**config.mk**
```make
export PLATFORM = sky130hd
export DESIGN_NAME = wdcf_watchdog
export DESIGN_NICKNAME = d
export VERILOG_FILES = /design/src/wdcf_pkg.sv /design/src/wdcf_sync.sv /design/src/wdcf_watchdog.sv
export SDC_FILE = /design/constraint.sdc
export NUM_CORES = 1
export LEC_CHECK = 0
export BUFFER_PORTS_ARGS = -buffer_cell sky130_fd_sc_hd__clkbuf_2
export CAP_MARGIN = 20
export CORE_MARGIN = 4
export CORE_UTILIZATION = 60
export CTS_CLUSTER_SIZE = 20
export DETAILED_ROUTE_END_ITERATION = 12
export PLACE_DENSITY = 0.89
export SYNTH_ARGS = -nofsm -noshare
export SYNTH_HDL_FRONTEND = slang
export SYNTH_SLANG_ARGS = --single-unit
export TNS_END_PERCENT = 10
```
**constraint.sdc**
```tcl
create_clock -name clk_i -period 6.6 [get_ports clk_i]
set_input_delay 0.66 -clock clk_i [delete_from_list [all_inputs] [get_ports clk_i]]
set_output_delay 0.66 -clock clk_i [all_outputs]
set_load 0.01 [all_outputs]
```
**src/wdcf_pkg.sv**
```systemverilog
package wdcf_pkg;

  // Configuration word layout, bit 11 down to bit 0
  typedef struct packed {
    logic [8:0] code_protect_fuse;       // Bits 11..3, low means protected
    logic       watchdog_enable_fuse;    // Bit 2
    logic [1:0] oscillator_type_select;  // Bits 1..0
  } wdcf_cfg_t;

  // Low four bits of the option register
  typedef struct packed {
    logic       prescaler_assign_select; // 1 = watchdog, 0 = Timer0
    logic [2:0] prescale_ratio_select;
  } wdcf_opt_t;

  // Oscillator type codes
  localparam logic [1:0] OSC_LOW_POWER_CRYSTAL  = 2'h0;
  localparam logic [1:0] OSC_STANDARD_CRYSTAL   = 2'h1;
  localparam logic [1:0] OSC_HIGH_SPEED_CRYSTAL = 2'h2;
  localparam logic [1:0] OSC_RC                 = 2'h3;

  // Field widths and positions
  localparam int          CP_WIDTH       = 9;
  localparam logic [8:0]  CP_ALL_OFF     = 9'h1FF;
  localparam logic [8:0]  CP_OLD_MASK    = 9'h001;  // Older parts keep only bit 3
  localparam logic        PSA_TIMER0     = 1'b0;
  localparam logic        PSA_WATCHDOG   = 1'b1;
  localparam logic        FUSE_ENABLED   = 1'b1;
  localparam logic [7:0]  PRESC_ONE      = 8'h01;
  localparam logic [7:0]  PRESC_ZERO     = 8'h00;

  // Reset values
  localparam wdcf_cfg_t   CFG_RESET      = 12'hFFF;
  localparam logic        FLAG_N_IDLE    = 1'b1;

  // Timing: clock rate, watchdog oscillator rate and nominal periods
  localparam int unsigned CLK_HZ         = 100_000_000;
  localparam int unsigned WDT_OSC_HZ     = 1_000_000;
  localparam int unsigned WDT_PERIOD_MS  = 18;
  localparam int unsigned DRT_PERIOD_MS  = 18;
  localparam int unsigned MS_PER_S       = 1000;
  localparam int unsigned WDT_BASE_TICKS = WDT_PERIOD_MS * WDT_OSC_HZ / MS_PER_S;
  localparam int unsigned DRT_CYCLES     = DRT_PERIOD_MS * CLK_HZ / MS_PER_S;
  localparam int          WDT_CNT_W      = 15;
  localparam int          DRT_CNT_W      = 21;
  localparam int          PRESC_W        = 8;

  // Device state, Gray along reset -> run -> sleep
  typedef enum logic [1:0] {
    WDCF_ST_RESET = 2'b00,
    WDCF_ST_RUN   = 2'b01,
    WDCF_ST_SLEEP = 2'b11
  } wdcf_state_t;

endpackage

```
**src/wdcf_sync.sv**
```systemverilog
`timescale 1ns/1ps
// Two-stage synchroniser for a level from another clock
module wdcf_sync (
  input  wire logic clk_i,
  input  wire logic srst_i,
  input  wire logic d_i,
  output logic      q_o
);
  logic meta_r;

  // First stage is read only by the second
  always_ff @(posedge clk_i) begin
    if (srst_i) begin
      meta_r <= 1'b0;
      q_o    <= 1'b0;
    end else begin
      meta_r <= d_i;
      q_o    <= meta_r;
    end
  end
endmodule

```
**src/wdcf_watchdog.sv**
```systemverilog
`timescale 1ns/1ps
// Summary of operation
// - Only the enable fuse can stop the watchdog
// - Enable fuse at bit 2, one enables
// - Bits 1..0 pick the oscillator type
// - Newer parts: bits 11..3 protect, zero protects
// - Older parts: bit 3 protects, upper bits zero
// - Watchdog counts its own RC oscillator
// - Watchdog keeps counting during sleep
// - Time-out forces full device reset, wakes sleep
// - Watchdog reset clears the time-out flag
// - Undivided time-out is nominally 18 ms
// - Postscaler stretches time-out up to 1:128
// - One 8-bit counter shared by both users
// - Counter serves one user at a time
// - Option low nibble sets assignment and ratio
// - Power-up delay holds reset for 18 ms
// - Sleep ends only by reset or time-out
// - Assign bit low Timer0, high watchdog
// - Clear instruction zeroes count and postscaler
// - Sleep entry zeroes count and postscaler
module wdcf_watchdog
  import wdcf_pkg::*;
#(
  parameter int unsigned WDT_TICKS  = WDT_BASE_TICKS,
  parameter int unsigned DRT_CYCLES_P = DRT_CYCLES
) (
  input  wire logic       clk_i,
  input  wire logic       srst_i,
  input  wire wdcf_cfg_t  config_word_i,
  input  wire logic       new_variant_i,
  input  wire wdcf_opt_t  option_i,
  input  wire logic       watchdog_clear_instruction_i,
  input  wire logic       sleep_instruction_i,
  input  wire logic       wdt_osc_i,
  input  wire logic       tmr0_source_i,
  input  wire logic       tmr0_write_i,
  output wdcf_cfg_t       config_view_o,
  output logic            watchdog_enabled_o,
  output logic [1:0]      oscillator_type_select_o,
  output logic            code_protect_on_o,
  output logic            device_reset_o,
  output logic            sleeping_o,
  output logic            timeout_flag_n_o,
  output logic            power_down_flag_n_o,
  output logic            tmr0_increment_o
);

  wdcf_state_t            state_r;
  wdcf_state_t            state_nxt;
  logic [WDT_CNT_W-1:0]   base_cnt_r;
  logic [DRT_CNT_W-1:0]   drt_cnt_r;
  logic [PRESC_W-1:0]     presc_r;
  logic                   osc_s;
  logic                   osc_d_r;
  logic                   osc_tick;
  logic                   base_ovf;
  logic                   timeout;
  logic                   wdt_clear;
  logic                   enter_sleep;
  logic                   psa_wdt;
  logic [PRESC_W-1:0]     wdt_mask;
  logic [PRESC_W-1:0]     tmr0_mask;
  logic                   tmr0_div_hit;

  localparam logic [WDT_CNT_W-1:0] BASE_LAST = WDT_CNT_W'(WDT_TICKS - 1);
  localparam logic [DRT_CNT_W-1:0] DRT_LOAD  = DRT_CNT_W'(DRT_CYCLES_P - 1);
  localparam logic [DRT_CNT_W-1:0] DRT_DONE  = '0;
  localparam int                   CP_KEEP_BIT = 0;  // Older parts keep only the lowest protect bit

  // Watchdog oscillator is a foreign clock: synchronise, then edge detect
  wdcf_sync u_osc_sync (
    .clk_i  (clk_i),
    .srst_i (srst_i),
    .d_i    (wdt_osc_i),
    .q_o    (osc_s)
  );

  always_ff @(posedge clk_i) begin
    if (srst_i) begin
      osc_d_r <= 1'b0;
    end else begin
      osc_d_r <= osc_s;
    end
  end

  assign osc_tick = osc_s & ~osc_d_r;

  // Fuse word view; older parts read zero above the single protect bit
  always_ff @(posedge clk_i) begin
    if (srst_i) begin
      config_view_o <= CFG_RESET;
    end else begin
      config_view_o.watchdog_enable_fuse   <= config_word_i.watchdog_enable_fuse;
      config_view_o.oscillator_type_select <= config_word_i.oscillator_type_select;
      if (new_variant_i) begin
        config_view_o.code_protect_fuse <= config_word_i.code_protect_fuse;
      end else begin
        config_view_o.code_protect_fuse <= config_word_i.code_protect_fuse & CP_OLD_MASK;
      end
    end
  end

  // Decoded fuse outputs
  always_ff @(posedge clk_i) begin
    if (srst_i) begin
      watchdog_enabled_o       <= FUSE_ENABLED;
      oscillator_type_select_o <= OSC_RC;
      code_protect_on_o        <= 1'b0;
    end else begin
      watchdog_enabled_o       <= config_word_i.watchdog_enable_fuse;
      oscillator_type_select_o <= config_word_i.oscillator_type_select;
      if (new_variant_i) begin
        code_protect_on_o <= (config_word_i.code_protect_fuse != CP_ALL_OFF);
      end else begin
        code_protect_on_o <= ~config_word_i.code_protect_fuse[CP_KEEP_BIT];
      end
    end
  end

  // Shared counter assignment and ratio masks
  assign psa_wdt   = (option_i.prescaler_assign_select == PSA_WATCHDOG);
  assign wdt_mask  = PRESC_W'((PRESC_ONE << option_i.prescale_ratio_select) - PRESC_ONE);
  assign tmr0_mask = PRESC_W'(((PRESC_ONE << option_i.prescale_ratio_select) << 1) - PRESC_ONE);
  assign tmr0_div_hit = ((presc_r & tmr0_mask) == tmr0_mask);

  // Time-out: no run-time input can mask it, only the fuse
  assign base_ovf = osc_tick && (base_cnt_r == BASE_LAST);
  assign timeout  = watchdog_enabled_o && (state_r != WDCF_ST_RESET) && base_ovf
                    && (!psa_wdt || ((presc_r & wdt_mask) == wdt_mask));

  assign enter_sleep = sleep_instruction_i && (state_r == WDCF_ST_RUN);
  assign wdt_clear   = (watchdog_clear_instruction_i && (state_r == WDCF_ST_RUN)) || enter_sleep;

  // Base watchdog count; runs in run and sleep alike
  always_ff @(posedge clk_i) begin
    if (srst_i || timeout || state_r == WDCF_ST_RESET) begin
      base_cnt_r <= '0;
    end else if (wdt_clear) begin
      base_cnt_r <= '0;
    end else if (osc_tick) begin
      if (base_ovf) begin
        base_cnt_r <= '0;
      end else begin
        base_cnt_r <= base_cnt_r + 1'b1;
      end
    end
  end

  // The one 8-bit counter: Timer0 prescaler or watchdog postscaler
  always_ff @(posedge clk_i) begin
    if (srst_i || state_r == WDCF_ST_RESET) begin
      presc_r <= PRESC_ZERO;
    end else if (psa_wdt) begin
      if (timeout || wdt_clear) begin
        presc_r <= PRESC_ZERO;
      end else if (base_ovf) begin
        presc_r <= presc_r + 1'b1;
      end
    end else begin
      if (tmr0_write_i) begin
        presc_r <= PRESC_ZERO;
      end else if (tmr0_source_i) begin
        presc_r <= presc_r + 1'b1;
      end
    end
  end

  // Timer0 increment: divided only while it owns the counter
  always_ff @(posedge clk_i) begin
    if (srst_i || state_r == WDCF_ST_RESET) begin
      tmr0_increment_o <= 1'b0;
    end else if (psa_wdt) begin
      tmr0_increment_o <= tmr0_source_i;
    end else begin
      tmr0_increment_o <= tmr0_source_i && !tmr0_write_i && tmr0_div_hit;
    end
  end

  // Device state: sleep is left only by a reset source
  always_comb begin
    state_nxt = state_r;
    case (state_r)
      WDCF_ST_RESET: begin
        if (drt_cnt_r == DRT_DONE) begin
          state_nxt = WDCF_ST_RUN;
        end
      end
      WDCF_ST_RUN: begin
        if (timeout) begin
          state_nxt = WDCF_ST_RESET;
        end else if (enter_sleep) begin
          state_nxt = WDCF_ST_SLEEP;
        end
      end
      WDCF_ST_SLEEP: begin
        if (timeout) begin
          state_nxt = WDCF_ST_RESET;
        end
      end
      default: begin
        state_nxt = WDCF_ST_RESET;
      end
    endcase
  end

  always_ff @(posedge clk_i) begin
    if (srst_i) begin
      state_r <= WDCF_ST_RESET;
    end else begin
      state_r <= state_nxt;
    end
  end

  // Power-up delay; a time-out also reruns it so the oscillator settles
  always_ff @(posedge clk_i) begin
    if (srst_i || timeout) begin
      drt_cnt_r <= DRT_LOAD;
    end else if (state_r == WDCF_ST_RESET && drt_cnt_r != DRT_DONE) begin
      drt_cnt_r <= drt_cnt_r - 1'b1;
    end
  end

  // Reset and sleep status outputs
  always_ff @(posedge clk_i) begin
    if (srst_i) begin
      device_reset_o <= 1'b1;
      sleeping_o     <= 1'b0;
    end else begin
      device_reset_o <= (state_nxt == WDCF_ST_RESET);
      sleeping_o     <= (state_nxt == WDCF_ST_SLEEP);
    end
  end

  // Cause flags; the time-out wins over a clear in the same cycle
  always_ff @(posedge clk_i) begin
    if (srst_i) begin
      timeout_flag_n_o    <= FLAG_N_IDLE;
      power_down_flag_n_o <= FLAG_N_IDLE;
    end else if (timeout) begin
      timeout_flag_n_o <= 1'b0;
    end else if (enter_sleep) begin
      timeout_flag_n_o    <= FLAG_N_IDLE;
      power_down_flag_n_o <= 1'b0;
    end else if (watchdog_clear_instruction_i && state_r == WDCF_ST_RUN) begin
      timeout_flag_n_o    <= FLAG_N_IDLE;
      power_down_flag_n_o <= FLAG_N_IDLE;
    end
  end

  // Reference tick count since the last clear, kept apart from the real counters
  // Option change or fuse off voids it: the shared counter no longer starts at zero
  localparam int               REF_W    = WDT_CNT_W + PRESC_W;
  localparam logic [REF_W-1:0] REF_BASE = REF_W'(WDT_TICKS);
  localparam logic [REF_W-1:0] REF_ONE  = REF_W'(1);
  logic [REF_W-1:0]            ref_ticks_r;
  logic [REF_W-1:0]            ref_period;
  logic                        ref_valid_r;
  wdcf_opt_t                   ref_opt_r;

  // Expected period in watchdog ticks for the current option
  assign ref_period = psa_wdt ? (REF_BASE << option_i.prescale_ratio_select) : REF_BASE;

  always_ff @(posedge clk_i) begin
    if (srst_i || state_r == WDCF_ST_RESET || wdt_clear || timeout) begin
      ref_ticks_r <= '0;
      ref_valid_r <= 1'b1;
      ref_opt_r   <= option_i;
    end else begin
      if (osc_tick) begin
        ref_ticks_r <= ref_ticks_r + REF_ONE;
      end
      if (option_i != ref_opt_r || !watchdog_enabled_o) begin
        ref_valid_r <= 1'b0;
      end
    end
  end

  // Checks
  a_fuse_off_quiet: assert property (@(posedge clk_i) disable iff (srst_i)
    !watchdog_enabled_o && state_r != WDCF_ST_RESET |=> !device_reset_o)
    else $error("time-out with fuse off");
  a_fuse_bit_two: assert property (@(posedge clk_i) disable iff (srst_i)
    watchdog_enabled_o == config_view_o.watchdog_enable_fuse) else $error("enable not bit 2");
  a_osc_type: assert property (@(posedge clk_i) disable iff (srst_i)
    !$past(srst_i) |-> oscillator_type_select_o == $past(config_word_i.oscillator_type_select))
    else $error("oscillator type wrong");
  a_cp_new: assert property (@(posedge clk_i) disable iff (srst_i)
    !$past(srst_i) && $past(new_variant_i)
    |-> code_protect_on_o == ($past(config_word_i.code_protect_fuse) != CP_ALL_OFF))
    else $error("protect decode wrong");
  a_timeout_resets: assert property (@(posedge clk_i) disable iff (srst_i)
    timeout |=> device_reset_o && !timeout_flag_n_o && !sleeping_o) else $error("time-out no reset");
  a_flag_holds: assert property (@(posedge clk_i) disable iff (srst_i)
    !timeout_flag_n_o && state_r == WDCF_ST_RESET |=> !timeout_flag_n_o) else $error("flag lost");
  a_base_period: assert property (@(posedge clk_i) disable iff (srst_i)
    timeout && ref_valid_r && !psa_wdt |-> ref_ticks_r == REF_BASE - REF_ONE)
    else $error("base period wrong");
  a_post_ratio: assert property (@(posedge clk_i) disable iff (srst_i)
    timeout && ref_valid_r && psa_wdt |-> ref_ticks_r == ref_period - REF_ONE)
    else $error("postscale wrong");
  a_timeout_due: assert property (@(posedge clk_i) disable iff (srst_i)
    watchdog_enabled_o && ref_valid_r && option_i == ref_opt_r && state_r != WDCF_ST_RESET
    && osc_tick && ref_ticks_r == ref_period - REF_ONE |-> timeout)
    else $error("time-out missing");
  a_sleep_held: assert property (@(posedge clk_i) disable iff (srst_i)
    state_r == WDCF_ST_SLEEP && !timeout |=> state_r == WDCF_ST_SLEEP) else $error("left sleep");
  a_sleep_counts: assert property (@(posedge clk_i) disable iff (srst_i)
    state_r == WDCF_ST_SLEEP && osc_tick && !base_ovf |=> base_cnt_r == $past(base_cnt_r) + 1'b1)
    else $error("count stopped in sleep");
  a_clear_zero: assert property (@(posedge clk_i) disable iff (srst_i)
    wdt_clear && !timeout |=> base_cnt_r == '0 && (!psa_wdt || presc_r == PRESC_ZERO))
    else $error("clear missed");
  a_sleep_entry: assert property (@(posedge clk_i) disable iff (srst_i)
    enter_sleep && !timeout |=> sleeping_o && !power_down_flag_n_o) else $error("sleep entry");
  a_drt_hold: assert property (@(posedge clk_i)
    srst_i ##1 !srst_i |-> device_reset_o [*8]) else $error("delay too short");
  a_old_upper_zero: assert property (@(posedge clk_i) disable iff (srst_i)
    !$past(new_variant_i) |-> config_view_o.code_protect_fuse[CP_WIDTH-1:CP_KEEP_BIT+1] == '0)
    else $error("old upper bits set");
  a_tmr0_undiv: assert property (@(posedge clk_i) disable iff (srst_i)
    psa_wdt && tmr0_source_i && state_r != WDCF_ST_RESET |=> tmr0_increment_o)
    else $error("Timer0 divided");

  c_timeout_run: cover property (@(posedge clk_i) state_r == WDCF_ST_RUN && timeout);
  c_timeout_sleep: cover property (@(posedge clk_i) state_r == WDCF_ST_SLEEP && timeout);
  c_clear_run: cover property (@(posedge clk_i) watchdog_clear_instruction_i && state_r == WDCF_ST_RUN);
  c_tmr0_div: cover property (@(posedge clk_i) !psa_wdt && tmr0_increment_o);
  c_fuse_off_tick: cover property (@(posedge clk_i) !watchdog_enabled_o && base_ovf);

endmodule

```
### Word level (Yosys, flattened, before mapping)

Index checks and enable logic that the tools add are counted.

| storage, ports and cells | value |
|---|---|
| bits in registers | 67 |
| input bits | 24 |
| output and inout port bits | 21 |
| logic and storage cells | 82 |

| operators by class | value |
|---|---|
| add/sub/neg operators | 5 |
| equal/unequal tests | 8 |
| shifts and indexed selects | 1 |
| mux-type cells | 18 |
| bitwise gates (word level) | 6 |
| reduce and logical (&&, ||, !) cells | 28 |

Operators with widths:

| operator | count |
|---|---|
| $mux 8 | 5 |
| $logic_not 21->1 | 1 |
| $reduce_bool 21->1 | 1 |
| $sub 21x1->21 const B | 1 |
| $and 8x8->8 | 2 |
| $eq 8x8->1 | 2 |
| $sub 8x1->8 const B | 2 |
| $add 15x1->15 const B | 1 |
| $eq 15x15->1 const B | 1 |
| $mux 15 | 1 |
| $logic_and 1x1->1 | 9 |
| $mux 9 | 1 |
| $ne 9x9->1 const B | 1 |
| $add 8x1->8 const B | 1 |
| $mux 2 | 4 |
| $shl 1x3->8 const A | 1 |
| $logic_or 1x1->1 | 6 |
| $mux 1 | 6 |
| $pmux 2 s3 | 1 |
| $reduce_bool 3->1 | 2 |
| $eq 2x2->1 const B | 2 |
| $logic_not 2->1 | 2 |
| $reduce_and 2->1 | 2 |
| $reduce_bool 2->1 | 2 |
| other kinds (6) | 9 |

### Depth between registers and ports, before layout

| depth | value |
|---|---|
| word-level depth | 9 |
| depth in mapped cells | 8 |
| gate-level depth less buffers | 7 |

### Cells and area by module

From an unflattened synthesis, not the netlist that was laid out.

| unflattened totals | value |
|---|---|
| cell total of the unflattened synthesis | 351 |
| area, all modules | 3,076.7 um^2 |

By module, submodules not included:

| module | instances | cells an instance | area an instance (um^2) | sequential area each (um^2) |
|---|---|---|---|---|
| wdcf_watchdog | 1 | 347 | 3,024.2 | 1,301.2 |
| wdcf_sync | 1 | 4 | 52.6 | 40.0 |

### Worst setup path before layout

OpenSTA, ideal clock, no wires.

| timing | value |
|---|---|
| path kind | register -> register |
| from | register base_cnt_r[5] |
| to | register presc_r[2] |
| library setup time | 122 ps |
| arrival | 2,423 ps |
| required time | 6,478 ps |
| path slack | 4,055 ps |
| cell stages (with the launch flop) | 8 |
| buffers on the path | 2 |
| clock period less this slack | 2,545 ps |
| cells stage by stage | dfxtp_1 or4b_1 or4_1 buf_2 or4b_4 buf_6 a32oi_1 o21ai_1 |

| between the ends | value |
|---|---|
| cells in the longest elaborated chain, start to end | 7 |
| elaborated cells on any way between the ends | 9 |
| those cells by class | eq/ne: 2; mux: 2; reduce/logical: 5 |

RTL lines:

| element | line | text |
|---|---|---|
| from (decl) | wdcf_watchdog.sv:51 | `logic [WDT_CNT_W-1:0] base_cnt_r;` |
| from (signal assigned) | wdcf_watchdog.sv:145 | `base_cnt_r <= base_cnt_r + 1'b1;` |
| $eq 15x15->1 (*) | wdcf_watchdog.sv:128 | `assign base_ovf = osc_tick && (base_cnt_r == BASE_LAST);` |
| $logic_and 1x1->1 (*) | wdcf_watchdog.sv:128 |  |
| $logic_and 1x1->1 | wdcf_watchdog.sv:129 | `assign timeout = watchdog_enabled_o && (state_r != WDCF_ST_RESET) && base_ovf` |
| $logic_and 1x1->1 | wdcf_watchdog.sv:130 | `&& (!psa_wdt \|\| ((presc_r & wdt_mask) == wdt_mask));` |
| $logic_or 1x1->1 | wdcf_watchdog.sv:155 | `if (timeout \|\| wdt_clear) begin` |
| $ne 3x1->1 (no source line) or $mux 8 (tied branches) | n/a |  |
| $reduce_and 2->1 (no source line) or $mux 8 (tied branches) | n/a |  |
| to (signal assigned) | wdcf_watchdog.sv:158 | `presc_r <= presc_r + 1'b1;` |
| to (signal assigned) | wdcf_watchdog.sv:164 | `presc_r <= presc_r + 1'b1;` |
| to (decl) | wdcf_watchdog.sv:53 | `logic [PRESC_W-1:0] presc_r;` |

Mark *: on every way between the ends. The rest lies on a longest branch, timed or not.
A chain may end at the register's enable or synchronous reset.

### Worst setup path in the final report

| timing | value |
|---|---|
| from | register drt_cnt_r[0] |
| to | register drt_cnt_r[4] |

| between the ends | value |
|---|---|
| cells in the longest elaborated chain, start to end | 2 |
| elaborated cells on any way between the ends | 3 |
| those cells by class | add/sub: 1; reduce/logical: 2 |

RTL lines:

| element | line | text |
|---|---|---|
| from (decl) | wdcf_watchdog.sv:52 | `logic [DRT_CNT_W-1:0] drt_cnt_r;` |
| from (signal assigned) | wdcf_watchdog.sv:220 | `drt_cnt_r <= drt_cnt_r - 1'b1;` |
| branches (longest 2 deep; another with $sub 21x1->21) | n/a |  |

Several ways; the timed one is not identified.

==> impl_metrics.py <==
metrics = {
    "run_status": {
        "status": "finished, final reports clean",
    },
    "timing": {
        "drv_slew": 0,
        "timing.slew.headroom_pct": 38.86,
        "rsz0062_at_grt": "false",
        "min_period_ns": 2.681,
        "setup_viol": 0,
        "final.period_utilization_pct": 40.62,
        "tightest_slew_ns": 0.9109,
        "tns_ns": 0,
        "clock-skew-final_ns": 0.009562,
        "hold_viol": 0,
        "holdWs_ns": 0.4654,
        "fmax_mhz": 373.0,
    },
    "synthesis": {
        "synth-seq-cells": 67,
        "synthXorXnorAreaFrac_pct": 7.572,
        "synth_cell_types": 55,
        "yosys.area_share.adder_pct": 1.603,
        "ys_warn_count": 0,
        "synth_compound_area_share_pct": 13.82,
        "netlist_area_um2": 3123,
        "avgSynthCellArea_um2": 8.748,
        "synth_nets": 385,
        "async_flop_share_pct": 0,
        "synth_top_family_by_area": "simple AND/OR/NAND/NOR gates",
        "synthFlopType": "dfxtp_1",
        "syn_inst": 357,
        "ys_seq_area_share_pct": 42.95,
        "synthSimpleGateAreaFrac_pct": 30.89,
        "synthMuxAreaShare_pct": 0,
        "synth_edf_count": 0,
    },
    "worst_hold_path": {
        "min_path_cells": 1,
        "hold_start": "u_osc_sync.meta_r$_SDFF_PP0_",
        "min_path_type": "reg2reg",
        "hold_end": "u_osc_sync.q_o$_SDFF_PP0_",
    },
    "worst_setup_path": {
        "timing.rr.end": "drt_cnt_r[4]$_SDFFE_PP1P_",
        "rr_worst_depth": 7,
        "criticalPathCategory": "reg2reg",
        "worst-path-max-fanout": 16,
        "r2r_start": "drt_cnt_r[0]$_SDFFE_PP1P_",
        "crit_path_start_kind": "flip-flop",
        "cp-end-kind": "flip-flop",
        "cp.arrival_ns": 2.90,
        "r2r_slack_ns": 3.92,
        "required_ns": 6.82,
    },
    "clock_tree": {
        "clkSlewWorstSetupHoldPaths_ns": 0.07,
        "tritoncts": "done",
        "clock-root-buffer": "clkbuf_8",
        "cts_setup_buffers": 0,
        "htree_levels": 3,
        "cts.sinks": 67,
        "clk_latency_ns": 0.34,
        "clockBufferDepth": 2,
        "hold_buffers": 0,
        "cts.repair.resized": 0,
        "numCtsBuffers": 9,
    },
    "cells_and_area": {
        "instances_no_fill": 468,
        "syn_to_final_growth_pct": 13.42,
        "antenna_cells": 0,
        "final_area_um2": 3542,
        "layout-drive-gt1-share_pct": 18.45,
        "nNetsFinal": 425,
        "post-route-util_pct": 72.59,
    },
    "floorplanning": {
        "top_level_ports": 45,
        "die_w_um": 80.15,
        "placementRows": 25,
        "core_um2": 4880,
        "initial_utilization_pct": 64.00,
        "die-height_um": 80.15,
        "die_area_um2": 6423,
    },
    "placement": {
        "globalplace.congestion": 0.8235,
        "placed_area_um2": 3351,
        "port_buffers": 44,
        "dp_hpwl_um": 4870,
        "place_inst": 453,
    },
    "global_routing": {
        "grt_pass1_vias": 2589,
        "grt_antenna_before_repair": 0,
        "grt_pass1_wl_um": 11670,
        "grt-ovfl-total": 0,
        "grt_max_degree": 30,
        "track_usage_pct": 23.20,
    },
    "detailed_routing": {
        "vias": 2730,
        "drc": 0,
        "via_per_inst": 5.833,
        "wl_per_cell_um": 14.79,
        "drtIter0Drc": 183,
        "ant_nets": 0,
        "drt_wl_total_um": 6920,
        "first_pass_iters": 4,
    },
    "power_and_ir_drop": {
        "leakagePower_uw": 0.001289,
        "vdd_drop_max_v": 0.0001935,
        "power_density_nw_per_um2": 222.4,
    },
    "flow_run": {
        "drv_cap": 0,
    },
}
## worst max-delay path by stage
stage,start,endpoint,slack [ns],cells after the start
after floorplan,base_cnt_r[5]$_SDFFE_PP0P_,presc_r[2]$_SDFFE_PP0P_,4.05,7
after global placement,srst_i,presc_r[7]$_SDFFE_PP0P_,3.99,5
after detailed placement,srst_i,presc_r[3]$_SDFFE_PP0P_,3.82,5
after CTS,base_cnt_r[9]$_SDFFE_PP0P_,presc_r[3]$_SDFFE_PP0P_,3.96,5
after global routing,drt_cnt_r[0]$_SDFFE_PP1P_,drt_cnt_r[4]$_SDFFE_PP1P_,3.72,7
final,drt_cnt_r[0]$_SDFFE_PP1P_,drt_cnt_r[4]$_SDFFE_PP1P_,3.92,7
## metrics by stage
stage,setup slack [ns],power [uW]
final,3.919,787.8
after global routing,3.720,821.6
after CTS,3.960,793.2
after detailed placement,3.824,467.6
after global placement,3.993,465.9
after floorplan,4.055,449.3
## report_power, final
part           leakage (uW)  internal (uW)  switching (uW)
Sequential         0.000546            411            3.92
Combinational      0.000652           19.0            24.1
Clock             0.0000913            173             157
## cell type report
class                      instances  area (um^2)
timing repair buffer              44        220.2
inverter                           6        22.52
clock inverter                     6        67.56
fill                             340         1338
clock buffer                       9        123.9
multi-input combinational        269         1683
tap                               67        83.83
sequential                        67         1341
## critical path, stage by stage, from the launching register on
cell and delay, ns:
dfxtp_1 0.32, inv_1 0.12, ha_1 0.17, nor4b_1 0.35, nand4_1 0.63, o21bai_1 0.54, nor4_1 0.09, or3_1 0.34
## cells by family after synthesis
kind of cell               after synthesis
and+or+nand+nor                        175
DFF                                     67
AOI/OAI and AO/OA                       63
xor gates and xnor gates                27
buffers and inverters                   21
adders and majority gates                4
## synth_stat cells (6+ instances only)
cell type / number / area [um^2]
dfxtp_1: 67 / 1341
nand2_1: 32 / 120.1
nor2_1: 32 / 120.1
xor2_1: 17 / 148.9
nand3_1: 13 / 65.06
nor3_1: 13 / 65.06
nand4_1: 12 / 75.07
o21ai_0: 11 / 55.05
or2_2: 11 / 68.82
clkbuf_1: 10 / 37.54
nor2b_1: 10 / 62.56
xnor2_1: 10 / 87.58
a21o_1: 8 / 60.06
a21oi_1: 8 / 40.04
and3_1: 8 / 50.05
nor4_1: 8 / 50.05
inv_1: 6 / 22.52
nand2b_1: 6 / 37.54
o31ai_1: 6 / 45.04
## placed cells by master, fill, tap and decap left out, types with 2 or more instances in the layout
cell        synthesis  routed
a21o_1              8       8
a21oi_1             8       8
a22oi_1             5       5
a31oi_1             2       2
and2_1              5       5
and3_1              8       8
and4b_1             2       2
clkbuf_2            0      44
clkbuf_8            0       9
clkinv_4            0       2
clkinvlp_4          0       2
dfxtp_1            67      67
ha_1                4       4
inv_1               6       6
nand2_1            32      32
nand2b_1            6       6
nand3_1            13      13
nand3b_1            2       2
nand4_1            12      12
nand4b_1            3       3
nor2_1             32      32
nor2b_1            10      10
nor3_1             13      13
nor3b_1             2       2
nor4_1              8       8
o211ai_1            4       4
o21ai_0            11      11
o21ai_1             2       2
o21bai_1            4       4
o31ai_1             6       6
or2_2              11      11
or3_1               4       4
or4_1               4       4
or4bb_1             2       2
xnor2_1            10      10
xor2_1             17      17
## sequential cells by signal, indices dropped and copies added (netlist names), 2 cells and up
| register | cells |
|---|---|
| base_cnt_r | 15 |
| state_r | 2 |
| config_view_o | 9 |
| drt_cnt_r | 21 |
| oscillator_type_select_o | 2 |
| presc_r | 8 |
## per-layer routing
| metal | vias up | track usage [%] | routed length [um] |
|---|---|---|---|
| met5 | - | 0 | 0 |
| met4 | 0 | 9.628 | 146 |
| met3 | 18 | 8.744 | 386 |
| met2 | 88 | 37.91 | 3573 |
| met1 | 1261 | 27.20 | 2814 |
| li1 | 1363 | - | - |
Power figures use the tool's default switching activity.
